==> src/plcdm_pkg.sv <==
// Shared constants, state encoding and width decoding for the parallel display bus master.
package plcdm_pkg;

  // ----------------------------------------------------------------
  // Structure of the shifter chain and pins
  // ----------------------------------------------------------------
  localparam int NUM_SHIFTERS = 4;      // Chained shift registers.
  localparam int SHIFT_W = 32;          // Bits per shift register.
  localparam int CHAIN_W = 128;         // Bits in the whole chain.
  localparam int PIN_COUNT = 32;        // Pins the block can drive or sample.
  localparam int BEAT_W = 8;            // Width of a beat count.
  localparam int IDX_W = 3;             // Width of a word index within the chain.
  localparam int OUT_SHIFTER = 0;       // The only shifter that drives pins.
  localparam int IN_SHIFTER = 3;        // The only shifter that samples pins.

  // ----------------------------------------------------------------
  // Timer compare layout: beat halves above, baud half period below
  // ----------------------------------------------------------------
  localparam int TC_W = 16;
  localparam int TC_HI_MSB = 15;
  localparam int TC_HI_LSB = 8;
  localparam int TC_LO_MSB = 7;
  localparam int TC_LO_LSB = 0;
  localparam int BAUD_W = 9;            // Baud divider in module clocks, even, at least 2.

  // ----------------------------------------------------------------
  // Parallel width codes: the width is four bits shifted left by the code
  // ----------------------------------------------------------------
  localparam logic [1:0] PW_4 = 2'h0;
  localparam logic [1:0] PW_8 = 2'h1;
  localparam logic [1:0] PW_16 = 2'h2;
  localparam logic [1:0] PW_32 = 2'h3;
  localparam logic [5:0] WIDTH_UNIT = 6'h04;
  localparam logic [7:0] CAP_AT_W4 = 8'h20;   // Chain capacity in beats at width 4.
  localparam logic [12:0] WORD_ROUND = 13'h01f;
  localparam int WORD_SHIFT = 5;

  // ----------------------------------------------------------------
  // Sequencer states, Gray coded along the write path
  // ----------------------------------------------------------------
  typedef enum logic [2:0] {
    ST_IDLE = 3'h0,
    ST_CMD = 3'h1,
    ST_FILL = 3'h3,
    ST_BURST = 3'h2,
    ST_ALIGN = 3'h6,
    ST_UNLOAD = 3'h7,
    ST_DUMMY = 3'h5
  } plcdm_state_t;

  // Bits moved per shift clock for a width code.
  function automatic logic [5:0] width_bits(input logic [1:0] code);
    width_bits = WIDTH_UNIT << code;
  endfunction : width_bits

  // Mask of the low bits that take part in one beat.
  function automatic logic [31:0] width_mask(input logic [1:0] code);
    logic [32:0] one;
    one = 33'h1 << width_bits(code);
    width_mask = 32'(one - 33'h1);
  endfunction : width_mask

endpackage : plcdm_pkg

==> src/plcdm_buf2.sv <==
// Two-entry buffer with valid and ready on both sides.
`timescale 1ns/10ps
module plcdm_buf2 #(
  parameter int W = 32
) (
  // Clock and reset.
  input wire logic mclk_in,
  input wire logic rst_n_in,
  // Filling side.
  input wire logic in_valid_in,
  output logic in_ready_out,
  input wire logic [W-1:0] in_data_in,
  // Draining side.
  output logic out_valid_out,
  input wire logic out_ready_in,
  output logic [W-1:0] out_data_out
);

  // ----------------------------------------------------------------
  // State
  // ----------------------------------------------------------------
  typedef struct packed {
    logic [1:0][W-1:0] mem;  // Entry storage.
    logic wr;                // Next entry to write.
    logic rd;                // Next entry to read.
    logic [1:0] count;       // Words held, zero to two.
  } plcdm_buf_state_t;

  plcdm_buf_state_t s;
  plcdm_buf_state_t next_s;
  logic push;
  logic pop;

  // Ready and valid come straight from the count, so both flags are honest.
  assign in_ready_out = (s.count != 2'h2);
  assign out_valid_out = (s.count != 2'h0);
  assign out_data_out = s.mem[s.rd];
  assign push = in_valid_in && in_ready_out;
  assign pop = out_valid_out && out_ready_in;

  // Next state: write at the write pointer, read at the read pointer.
  always_comb
  begin
    next_s = s;
    if (push)
    begin
      next_s.mem[s.wr] = in_data_in;
      next_s.wr = ~s.wr;
    end
    if (pop)
    begin
      next_s.rd = ~s.rd;
    end
    next_s.count = 2'(s.count + {1'b0, push} - {1'b0, pop});
  end

  // State register.
  always_ff @(posedge mclk_in or negedge rst_n_in)
  begin
    if (!rst_n_in)
    begin
      s <= '0;
    end
    else
    begin
      s <= next_s;
    end
  end
endmodule : plcdm_buf2

==> src/plcdm_master.sv <==
// Parallel display bus master built from a chain of shift registers and a beat timer.
`timescale 1ns/10ps

module plcdm_master #(
  parameter int PINS = plcdm_pkg::PIN_COUNT
) (
  // Clock and reset.
  input wire logic mclk_in,
  input wire logic rst_n_in,
  // Configuration, sampled when a request is taken.
  input wire logic [1:0] parallel_width_in,
  input wire logic [4:0] pin_base_in,
  input wire logic [plcdm_pkg::BAUD_W-1:0] baud_div_in,
  input wire logic [1:0] strobe_invert_in,
  // Transaction request.
  input wire logic req_valid_in,
  output logic req_ready_out,
  input wire logic [31:0] req_cmd_in,
  input wire logic req_read_in,
  input wire logic req_dummy_in,
  input wire logic [plcdm_pkg::BEAT_W-1:0] req_beats_in,
  // Write data words, one per shift_buffer.
  input wire logic wr_valid_in,
  output logic wr_ready_out,
  input wire logic [31:0] wr_data_in,
  // Read data words.
  output logic rd_valid_out,
  input wire logic rd_ready_in,
  output logic [31:0] rd_data_out,
  // Status.
  output logic busy_out,
  output logic shift_flag_out,
  // Display bus pins.
  output logic cs_n_out,
  output logic cmd_data_select_out,
  output logic wr_n_out,
  output logic rd_n_out,
  input wire logic [PINS-1:0] data_in,
  output logic [PINS-1:0] data_out,
  output logic [PINS-1:0] data_oe_out
);

  // ----------------------------------------------------------------
  // State
  // ----------------------------------------------------------------
  typedef struct packed {
    plcdm_pkg::plcdm_state_t st;   // Sequencer state.
    logic [3:0][31:0] chain;       // Chained shift_buffer registers.
    logic [15:0] tcmp;             // The timer_compare value in use.
    logic [7:0] lo;                // Baud half-period counter.
    logic [7:0] hi;                // Remaining strobe halves.
    logic run;                     // Timer running.
    logic phase;                   // Low while the strobe is asserted.
    logic rx;                      // Current beats are reads.
    logic cs;                      // Chip select asserted.
    logic rs;                      // High for data beats.
    logic rd_txn;                  // Transaction reads data.
    logic dummy;                   // A dummy read is due.
    logic [1:0] wcode;             // Latched parallel_width.
    logic [4:0] base;              // Latched base pin.
    logic [1:0] pol;               // Strobe inversion.
    logic [7:0] beats;             // Data beats.
    logic [7:0] align;             // Extra shifts to align read data.
    logic [2:0] nwords;            // Words carried by the data beats.
    logic [2:0] idx;               // Word being moved.
    logic [PINS-1:0] s1;           // Pin synchroniser, first stage.
    logic [PINS-1:0] s2;           // Second stage.
    logic [PINS-1:0] s3;           // Third stage.
    logic [PINS-1:0] pin_in;       // Pin value once the stages agree.
    logic [PINS-1:0] pin_q;        // Driven pin levels.
    logic [PINS-1:0] pin_oe;       // Pin drive enables.
  } plcdm_top_state_t;

  plcdm_top_state_t s;
  plcdm_top_state_t next_s;
  logic fire;          // Baud half period ends this cycle.
  logic last_half;     // The burst ends this cycle.
  logic edge_rise;     // Strobe releases: shift clock falls.
  logic edge_new;      // A new beat begins.
  logic [5:0] w;       // Bits per beat.
  logic [31:0] wmask;  // Mask of the beat bits.
  logic [31:0] in_bits;
  logic buf_valid;
  logic buf_ready;
  logic [12:0] tot_bits;
  logic [31:0] omask;  // Pin mask from the width in force next cycle, so a take shapes the command.

  // ----------------------------------------------------------------
  // Read data buffer
  // ----------------------------------------------------------------
  // The receiver may stall; UNLOAD waits on buf_ready so no word is lost.
  plcdm_buf2 #(.W(32)) u_rdbuf (
    .mclk_in(mclk_in),
    .rst_n_in(rst_n_in),
    .in_valid_in(buf_valid),
    .in_ready_out(buf_ready),
    .in_data_in(s.chain[s.idx[1:0]]),
    .out_valid_out(rd_valid_out),
    .out_ready_in(rd_ready_in),
    .out_data_out(rd_data_out)
  );

  // ----------------------------------------------------------------
  // Handshakes and pins
  // ----------------------------------------------------------------
  assign req_ready_out = (s.st == plcdm_pkg::ST_IDLE);
  assign wr_ready_out = (s.st == plcdm_pkg::ST_FILL);
  assign buf_valid = (s.st == plcdm_pkg::ST_UNLOAD);
  assign busy_out = (s.st != plcdm_pkg::ST_IDLE);
  // The status flag asks for a word to fill or offers one to drain.
  assign shift_flag_out = wr_ready_out || rd_valid_out;
  assign cs_n_out = ~s.cs;
  assign cmd_data_select_out = s.rs;
  // Only the strobe of the current direction moves; the other stays idle.
  assign wr_n_out = ~(s.run && !s.phase && !s.rx) ^ s.pol[0];
  assign rd_n_out = ~(s.run && !s.phase && s.rx) ^ s.pol[1];
  assign data_out = s.pin_q;
  assign data_oe_out = s.pin_oe;

  // ----------------------------------------------------------------
  // Decode of the latched width
  // ----------------------------------------------------------------
  assign w = plcdm_pkg::width_bits(s.wcode);
  assign wmask = plcdm_pkg::width_mask(s.wcode);
  // The bus occupies consecutive pins from the base upward.
  assign in_bits = 32'(s.pin_in >> s.base) & wmask;
  assign fire = s.run && (s.lo == 8'h00);
  assign last_half = fire && (s.hi == 8'h00);
  assign edge_rise = fire && !last_half && !s.phase;
  assign edge_new = fire && !last_half && s.phase;
  assign tot_bits = 13'(req_beats_in) * 13'(plcdm_pkg::width_bits(parallel_width_in));

  // ----------------------------------------------------------------
  // Next-state logic
  // ----------------------------------------------------------------
  always_comb
  begin
    next_s = s;
    // Three-stage pin synchroniser; a change counts when stages two and three agree.
    next_s.s1 = data_in;
    next_s.s2 = s.s1;
    next_s.s3 = s.s2;
    if (s.s2 == s.s3)
    begin
      next_s.pin_in = s.s3;
    end
    // Timer: the low byte paces half periods, the high byte counts halves.
    if (s.run)
    begin
      if (fire)
      begin
        next_s.lo = s.tcmp[plcdm_pkg::TC_LO_MSB:plcdm_pkg::TC_LO_LSB];
        if (last_half)
        begin
          next_s.run = 1'b0;
          // Every burst must open with the strobe low half, so the phase starts over here.
          next_s.phase = 1'b0;
        end
        else
        begin
          next_s.hi = 8'(s.hi - 8'h01);
          next_s.phase = ~s.phase;
        end
      end
      else
      begin
        next_s.lo = 8'(s.lo - 8'h01);
      end
    end
    // Receive: the input shifter samples pins, the rest take from above.
    if (edge_rise && s.rx && (s.st == plcdm_pkg::ST_BURST))
    begin
      for (int i = 0; i < plcdm_pkg::NUM_SHIFTERS; i++)
      begin
        if (i == plcdm_pkg::IN_SHIFTER)
        begin
          next_s.chain[i] = (s.chain[i] >> w) | 32'(in_bits << (6'h20 - w));
        end
        else
        begin
          next_s.chain[i] = (s.chain[i] >> w) | 32'(s.chain[i + 1] << (6'h20 - w));
        end
      end
    end
    // Transmit: after the strobe high half, every shifter passes down one beat.
    if (edge_new && !s.rx)
    begin
      for (int i = 0; i < plcdm_pkg::NUM_SHIFTERS; i++)
      begin
        if (i == plcdm_pkg::IN_SHIFTER)
        begin
          next_s.chain[i] = s.chain[i] >> w;
        end
        else
        begin
          next_s.chain[i] = (s.chain[i] >> w) | 32'(s.chain[i + 1] << (6'h20 - w));
        end
      end
    end
    case (s.st)
      plcdm_pkg::ST_IDLE:
      begin
        next_s.cs = 1'b0;
        next_s.rs = 1'b1;
        if (req_valid_in)
        begin
          // Every transaction opens with one command beat, select low.
          next_s.st = plcdm_pkg::ST_CMD;
          next_s.cs = 1'b1;
          next_s.rs = 1'b0;
          next_s.rx = 1'b0;
          next_s.rd_txn = req_read_in;
          next_s.dummy = req_dummy_in;
          next_s.wcode = parallel_width_in;
          next_s.base = pin_base_in;
          next_s.pol = strobe_invert_in;
          next_s.beats = req_beats_in;
          next_s.align = 8'((plcdm_pkg::CAP_AT_W4 >> parallel_width_in) - req_beats_in);
          next_s.nwords = 3'((tot_bits + plcdm_pkg::WORD_ROUND) >> plcdm_pkg::WORD_SHIFT);
          next_s.chain = '0;
          next_s.chain[plcdm_pkg::OUT_SHIFTER] = req_cmd_in;
          // One beat: two halves, so the high byte is one.
          next_s.tcmp = {8'h01, 8'(baud_div_in[plcdm_pkg::BAUD_W-1:1] - 8'h01)};
          next_s.hi = 8'h01;
          next_s.lo = 8'(baud_div_in[plcdm_pkg::BAUD_W-1:1] - 8'h01);
          next_s.phase = 1'b0;
          next_s.run = 1'b1;
        end
      end
      plcdm_pkg::ST_CMD:
      begin
        if (last_half)
        begin
          next_s.rs = 1'b1;
          next_s.idx = 3'h0;
          next_s.chain = '0;
          if (!s.rd_txn)
          begin
            next_s.st = plcdm_pkg::ST_FILL;
          end
          else if (s.dummy)
          begin
            // A dummy read beat whose sample is thrown away.
            next_s.st = plcdm_pkg::ST_DUMMY;
            next_s.rx = 1'b1;
            next_s.hi = 8'h01;
            next_s.run = 1'b1;
          end
          else
          begin
            next_s.st = plcdm_pkg::ST_BURST;
            next_s.rx = 1'b1;
            next_s.tcmp[plcdm_pkg::TC_HI_MSB:plcdm_pkg::TC_HI_LSB] = 8'({s.beats, 1'b0} - 9'h001);
            next_s.hi = 8'({s.beats, 1'b0} - 9'h001);
            next_s.run = 1'b1;
          end
        end
      end
      plcdm_pkg::ST_DUMMY:
      begin
        if (last_half)
        begin
          next_s.st = plcdm_pkg::ST_BURST;
          next_s.tcmp[plcdm_pkg::TC_HI_MSB:plcdm_pkg::TC_HI_LSB] = 8'({s.beats, 1'b0} - 9'h001);
          next_s.hi = 8'({s.beats, 1'b0} - 9'h001);
          next_s.run = 1'b1;
        end
      end
      plcdm_pkg::ST_FILL:
      begin
        // Each word lands in the next shifter; shifter zero goes out first.
        if (wr_valid_in)
        begin
          next_s.chain[s.idx[1:0]] = wr_data_in;
          next_s.idx = 3'(s.idx + 3'h1);
          if (3'(s.idx + 3'h1) >= s.nwords)
          begin
            next_s.st = plcdm_pkg::ST_BURST;
            next_s.tcmp[plcdm_pkg::TC_HI_MSB:plcdm_pkg::TC_HI_LSB] = 8'({s.beats, 1'b0} - 9'h001);
            next_s.hi = 8'({s.beats, 1'b0} - 9'h001);
            next_s.run = 1'b1;
          end
        end
      end
      plcdm_pkg::ST_BURST:
      begin
        if (last_half)
        begin
          next_s.idx = 3'h0;
          next_s.st = s.rx ? plcdm_pkg::ST_ALIGN : plcdm_pkg::ST_IDLE;
          next_s.cs = s.rx;
        end
      end
      plcdm_pkg::ST_ALIGN:
      begin
        // Move the first beat down to bit zero of shifter zero.
        if (s.align == 8'h00)
        begin
          next_s.st = plcdm_pkg::ST_UNLOAD;
        end
        else
        begin
          next_s.align = 8'(s.align - 8'h01);
          for (int i = 0; i < plcdm_pkg::NUM_SHIFTERS; i++)
          begin
            if (i == plcdm_pkg::IN_SHIFTER)
            begin
              next_s.chain[i] = s.chain[i] >> w;
            end
            else
            begin
              next_s.chain[i] = (s.chain[i] >> w) | 32'(s.chain[i + 1] << (6'h20 - w));
            end
          end
        end
      end
      plcdm_pkg::ST_UNLOAD:
      begin
        if (buf_ready)
        begin
          next_s.idx = 3'(s.idx + 3'h1);
          if (3'(s.idx + 3'h1) >= s.nwords)
          begin
            next_s.st = plcdm_pkg::ST_IDLE;
            next_s.cs = 1'b0;
            next_s.rx = 1'b0;
          end
        end
      end
      default:
      begin
        next_s.st = plcdm_pkg::ST_IDLE;
      end
    endcase
    // Pins: shifter zero drives them while chip select is asserted, except while reading.
    omask = plcdm_pkg::width_mask(next_s.wcode);
    next_s.pin_q = PINS'((next_s.chain[plcdm_pkg::OUT_SHIFTER] & omask) << next_s.base);
    next_s.pin_oe = '0;
    if (next_s.cs && !next_s.rx)
    begin
      next_s.pin_oe = PINS'(omask << next_s.base);
    end
  end

  // State register.
  always_ff @(posedge mclk_in or negedge rst_n_in)
  begin
    if (!rst_n_in)
    begin
      s <= '0;
    end
    else
    begin
      s <= next_s;
    end
  end

  // ----------------------------------------------------------------
  // Checks
  // ----------------------------------------------------------------
  logic [8:0] low_len;   // Cycles the strobe has been asserted.
  logic [1:0] cmd_beats; // Strobe pulses seen in the command beat.

  always_ff @(posedge mclk_in or negedge rst_n_in)
  begin
    if (!rst_n_in)
    begin
      low_len <= 9'h000;
      cmd_beats <= 2'h0;
    end
    else
    begin
      low_len <= (s.run && !s.phase) ? 9'(low_len + 9'h001) : 9'h000;
      if (s.st == plcdm_pkg::ST_IDLE)
      begin
        cmd_beats <= 2'h0;
      end
      else if (s.st == plcdm_pkg::ST_CMD && edge_rise)
      begin
        cmd_beats <= 2'(cmd_beats + 2'h1);
      end
    end
  end
endmodule : plcdm_master

==> config.mk <==
export PLATFORM = sky130hd
export DESIGN_NAME = plcdm_master
export DESIGN_NICKNAME = d
export VERILOG_FILES = /design/src/plcdm_pkg.sv /design/src/plcdm_buf2.sv /design/src/plcdm_master.sv
export SDC_FILE = /design/constraint.sdc
export NUM_CORES = 1
export LEC_CHECK = 0
export CORE_UTILIZATION = 38
export DETAILED_ROUTE_END_ITERATION = 8
export DONT_BUFFER_PORTS = 1
export GPL_TIMING_DRIVEN = 0
export PLACE_DENSITY = 0.5
export SLEW_MARGIN = 15
export SYNTH_ARGS = -nofsm -noshare
export SYNTH_HDL_FRONTEND = slang
export SYNTH_HIERARCHICAL = 1
export SYNTH_SLANG_ARGS = --single-unit
==> constraint.sdc <==
create_clock -name mclk_in -period 5.4 [get_ports mclk_in]
set_input_delay 0.81 -clock mclk_in [delete_from_list [all_inputs] [get_ports mclk_in]]
set_output_delay 0.81 -clock mclk_in [all_outputs]
set_load 0.05 [all_outputs]
==> impl_results.md <==
* M3 GR Usage at 13.5%
* Sequential share of power at 24.3%
* Crit path max fanout at 20
* Max Fclk at 0.187 GHz
* Worst path most repeated cell: buf_4
* Routed wire per std cell at roughly 37 um
* LEAKAGE at 14.4 nW
* Relative slew slack at 3.82%
* Final wirelength at 166000 um
* Clk_lat worst skew at about 660 ps
* Clock-pin slew on the worst setup and hold paths at 70 ps
* Hold violation total from the final report at 0
* Design area at between 0.03 and 0.04 mm^2
* Worst hold-check path type: in -> async
* Post-Synthesis Cells at 3348
* Met2 usage at 55.1%
* Area share of the largest cell type after synthesis at between 30% and 40%
* Vias in the first global route at 29600
* CP delay by family, top: buffers and inverters
* Clock power frac at 21.7%
* Row cnt at 105
* Synth area leaders: dfrtp_1 (36%), mux4_2 (8.9%), mux2i_1 (4.9%)
* DRC violations left at 0
* Clock skew at 45.9 ps
* Post-synthesis cell type count at 89
* Final net count at 3580
* Switching Share at 50.2%
* PD cells at 515 mW/mm^2
* Initial antenna violation count at 33
* Routed Antenna Nets at 0
* DP Area at 0.0332 mm^2
* Most common cell in the synthesized netlist: dfrtp_1
* Required @ worst endpoint at 5900 ps
* Ys flop type: dfrtp_1
* Worst endpoint data arrival time at around 5800 ps
* Inserted Clock Buffers at 53
* Crit-path cells: or2_2, clkbuf_1, clkbuf_4, buf_4, clkbuf_4, ha_4, buf_4, buf_4, buf_4, mux2i_1, o21ai_0, a222oi_1, buf_4, o211ai_1, a21oi_1, nor3_1, or2_1, a221o_1
* Share of async-settable or async-resettable flops after synthesis at 100%
* First-pass iteration count of the detailed router at 8
* Tmin final at ~5300 ps
* Max_cap viols at 0
* GP Congestion at 1.09
* CTS tree: yes
* Psw at 9.16 mW
* Outcome: complete, no violations
* Final period util at 99.0%
* Num Clock Sinks at 452
* # fillers at between 8000 and 9000
* Max clock buf depth at 3
* Vias at 31200
* Gr ovfl total at 0
* Final setup viols at 0
* Die height at roughly 290 um
* Final HPWL DP at 127000 um
* Layout cells sized above 1 at about 17%
* Critical Path Sink Type: flop
* Global-route wire length before repair at 230000 um
* Vias per cell at 6.87
* Core Footprint at 0.0824 mm^2
* WP buf/inv at 8
* Setup TNS at 0 ps
* Largest net degree at the start of global routing at about 450
* DP Worst Slack at -2780 ps
* Met1 Use GR at 50.3%
* I/O Pins at 234
* Startpoint Class: flop
* Htree depth at 2
* Mapped cell area at 0.0318 mm^2
* Crit-path max cell delay at ~500 ps
* VDD IR max at between 0.0002 and 0.0003 V
* Slowest-stage cell, CP: a222oi_1
* Setup WS post-layout at roughly 54 ps
* Worst slew pin tran at 1430 ps
* Initial Util at 38.6%
* Syn_nets at 3519
* Internal power at 9.09 mW
* Synth Register Bits at 452
* Register area share after synthesis at 35.6%
* All-Layer GR Usage at 38.0%
* Post-layout util at between 40% and 50%
* DIE WIDTH at roughly 290 um
* Crit Path Category: reg -> reg
* Area grow syn2layout at 11.4%
* DRT iter0 DRCs at 4504
* Avg Cell Area, Syn at 9.50 um^2
* Grt peak-use layer: met2
* Yosys top cell by area: dfrtp_1
* Die Area at roughly 0.085 mm^2
* Port Buffers at 0
* CTS Root Cell: clkbuf_16
* Post-synth EDFFs at 0
* Pins Over Slew Limit at 0
* Combinational group share of total power at 54.0%
* Most frequent cells after synthesis: dfrtp_1 (452), nand2_1 (347), o21ai_0 (272), nor2_1 (252), a21oi_1 (206)
* Warnings, synthesis at 6
[cell type report]
class	count	area [um^2]	area share, %
repair buffers	9	128	0.360
clock buffers	66	1460	4.11
plain buffers	331	1700	4.81
inverters	82	308	0.869
clock inverters	33	440	1.24
diodes	13	32.5	0.0919
multi-input cells	2480	18700	52.8
flip-flops and latches	452	11300	31.9
well taps	1070	1340	3.78
[final timing paths]
kind                                  startpoint                         to  slack [ps]  cells after the start
setup / recovery                s[222]$_DFF_PN0_     data_out[23]$_DFF_PN0_          50                     18
hold / removal                          rst_n_in  u_rdbuf/s[42]$_DFFE_PN0P_         140                      1
setup reg to reg                s[222]$_DFF_PN0_     data_out[23]$_DFF_PN0_          50                     18
hold reg to reg            next_s[152]$_DFF_PN0_      next_s[120]$_DFF_PN0_         350                      0
max in group asynchronous               rst_n_in         s[392]$_DFFE_PN0P_        4140                      1
min in group mclk_in                 data_in[21]      next_s[149]$_DFF_PN0_         220                      0
[power groups by stage]
stage / logic (mW) / registers, mW / clock network, mW
after CTS: 9.38 / 4.41 / 4.02
after global routing: 10.2 / 4.46 / 4.14
after global placement: 9.23 / 4.45 / 0
after detailed placement: 9.21 / 4.46 / 0
final: 9.86 / 4.43 / 3.96
after floorplan: 6.19 / 4.21 / 0
[stage by stage]
| step | instances | power (mW) | hold slack [ps] |
|---|---|---|---|
| finish | 4536 | 18.2 | 144 |
| global route | 4527 | 18.8 | 191 |
| CTS | 4521 | 17.8 | -144 |
| detailed placement | 4419 | 13.7 | 336 |
| global placement | 4418 | 13.7 | 334 |
| floorplan | 3348 | 10.4 | 331 |
[layout by cell type, fill, tap and decap left out, types with 45 or more instances in the layout]
cell type / n
a21oi_1: 204
a22oi_1: 48
buf_4: 80
clkbuf_1: 178
clkbuf_16: 53
dfrtp_1: 452
inv_1: 73
mux2_2: 114
mux2_4: 60
mux2i_1: 152
mux4_2: 125
nand2_1: 347
nand3_1: 53
nor2_1: 249
nor3_1: 72
o21ai_0: 269
o221ai_1: 57
o22ai_1: 66
xor2_1: 45
[worst reg2reg max path: cells and delay by family (launching register included)]
| family | cells | cell delay (ps) |
|---|---|---|
| muxes | 1 | 290 |
| DFF | 1 | 390 |
| AOI/OAI and AO/OA | 5 | 1430 |
| and+or+nand+nor | 3 | 630 |
| adders and majority gates | 1 | 480 |
| buffers and inverters | 8 | 2000 |
[per-layer routing]
metal	wire, um	up-vias
met5	278	-
met4	8830	34
met3	21600	478
met2	69400	2363
met1	65600	15600
li1	-	12700
[logic make-up after synthesis]
family	after synthesis	synth area share, %
buffers and inverters	416	6.17
AND/OR/NAND/NOR	904	12.9
flip-flops	452	35.6
adder cells (fa/ha/maj)	42	1.82
AO/OA/AOI/OAI	1006	20.9
XOR/XNOR	73	2.01
multiplexers	455	20.7
[state kept, by name, summed over array words and instances (netlist names)]
register,flops
s,255
u_rdbuf/s,68
next_s,64
data_oe_out,32
data_out,32
cmd_data_select_out,1
[what timing repair did]
action	4_1_cts	5_1_grt
pin swaps	1	1
hold endpoints to repair	452	201
setup endpoints to repair	191	70
resized for setup	51	18
buffers inserted	4	1
Note: power is estimated with default switching activity, not from simulation.
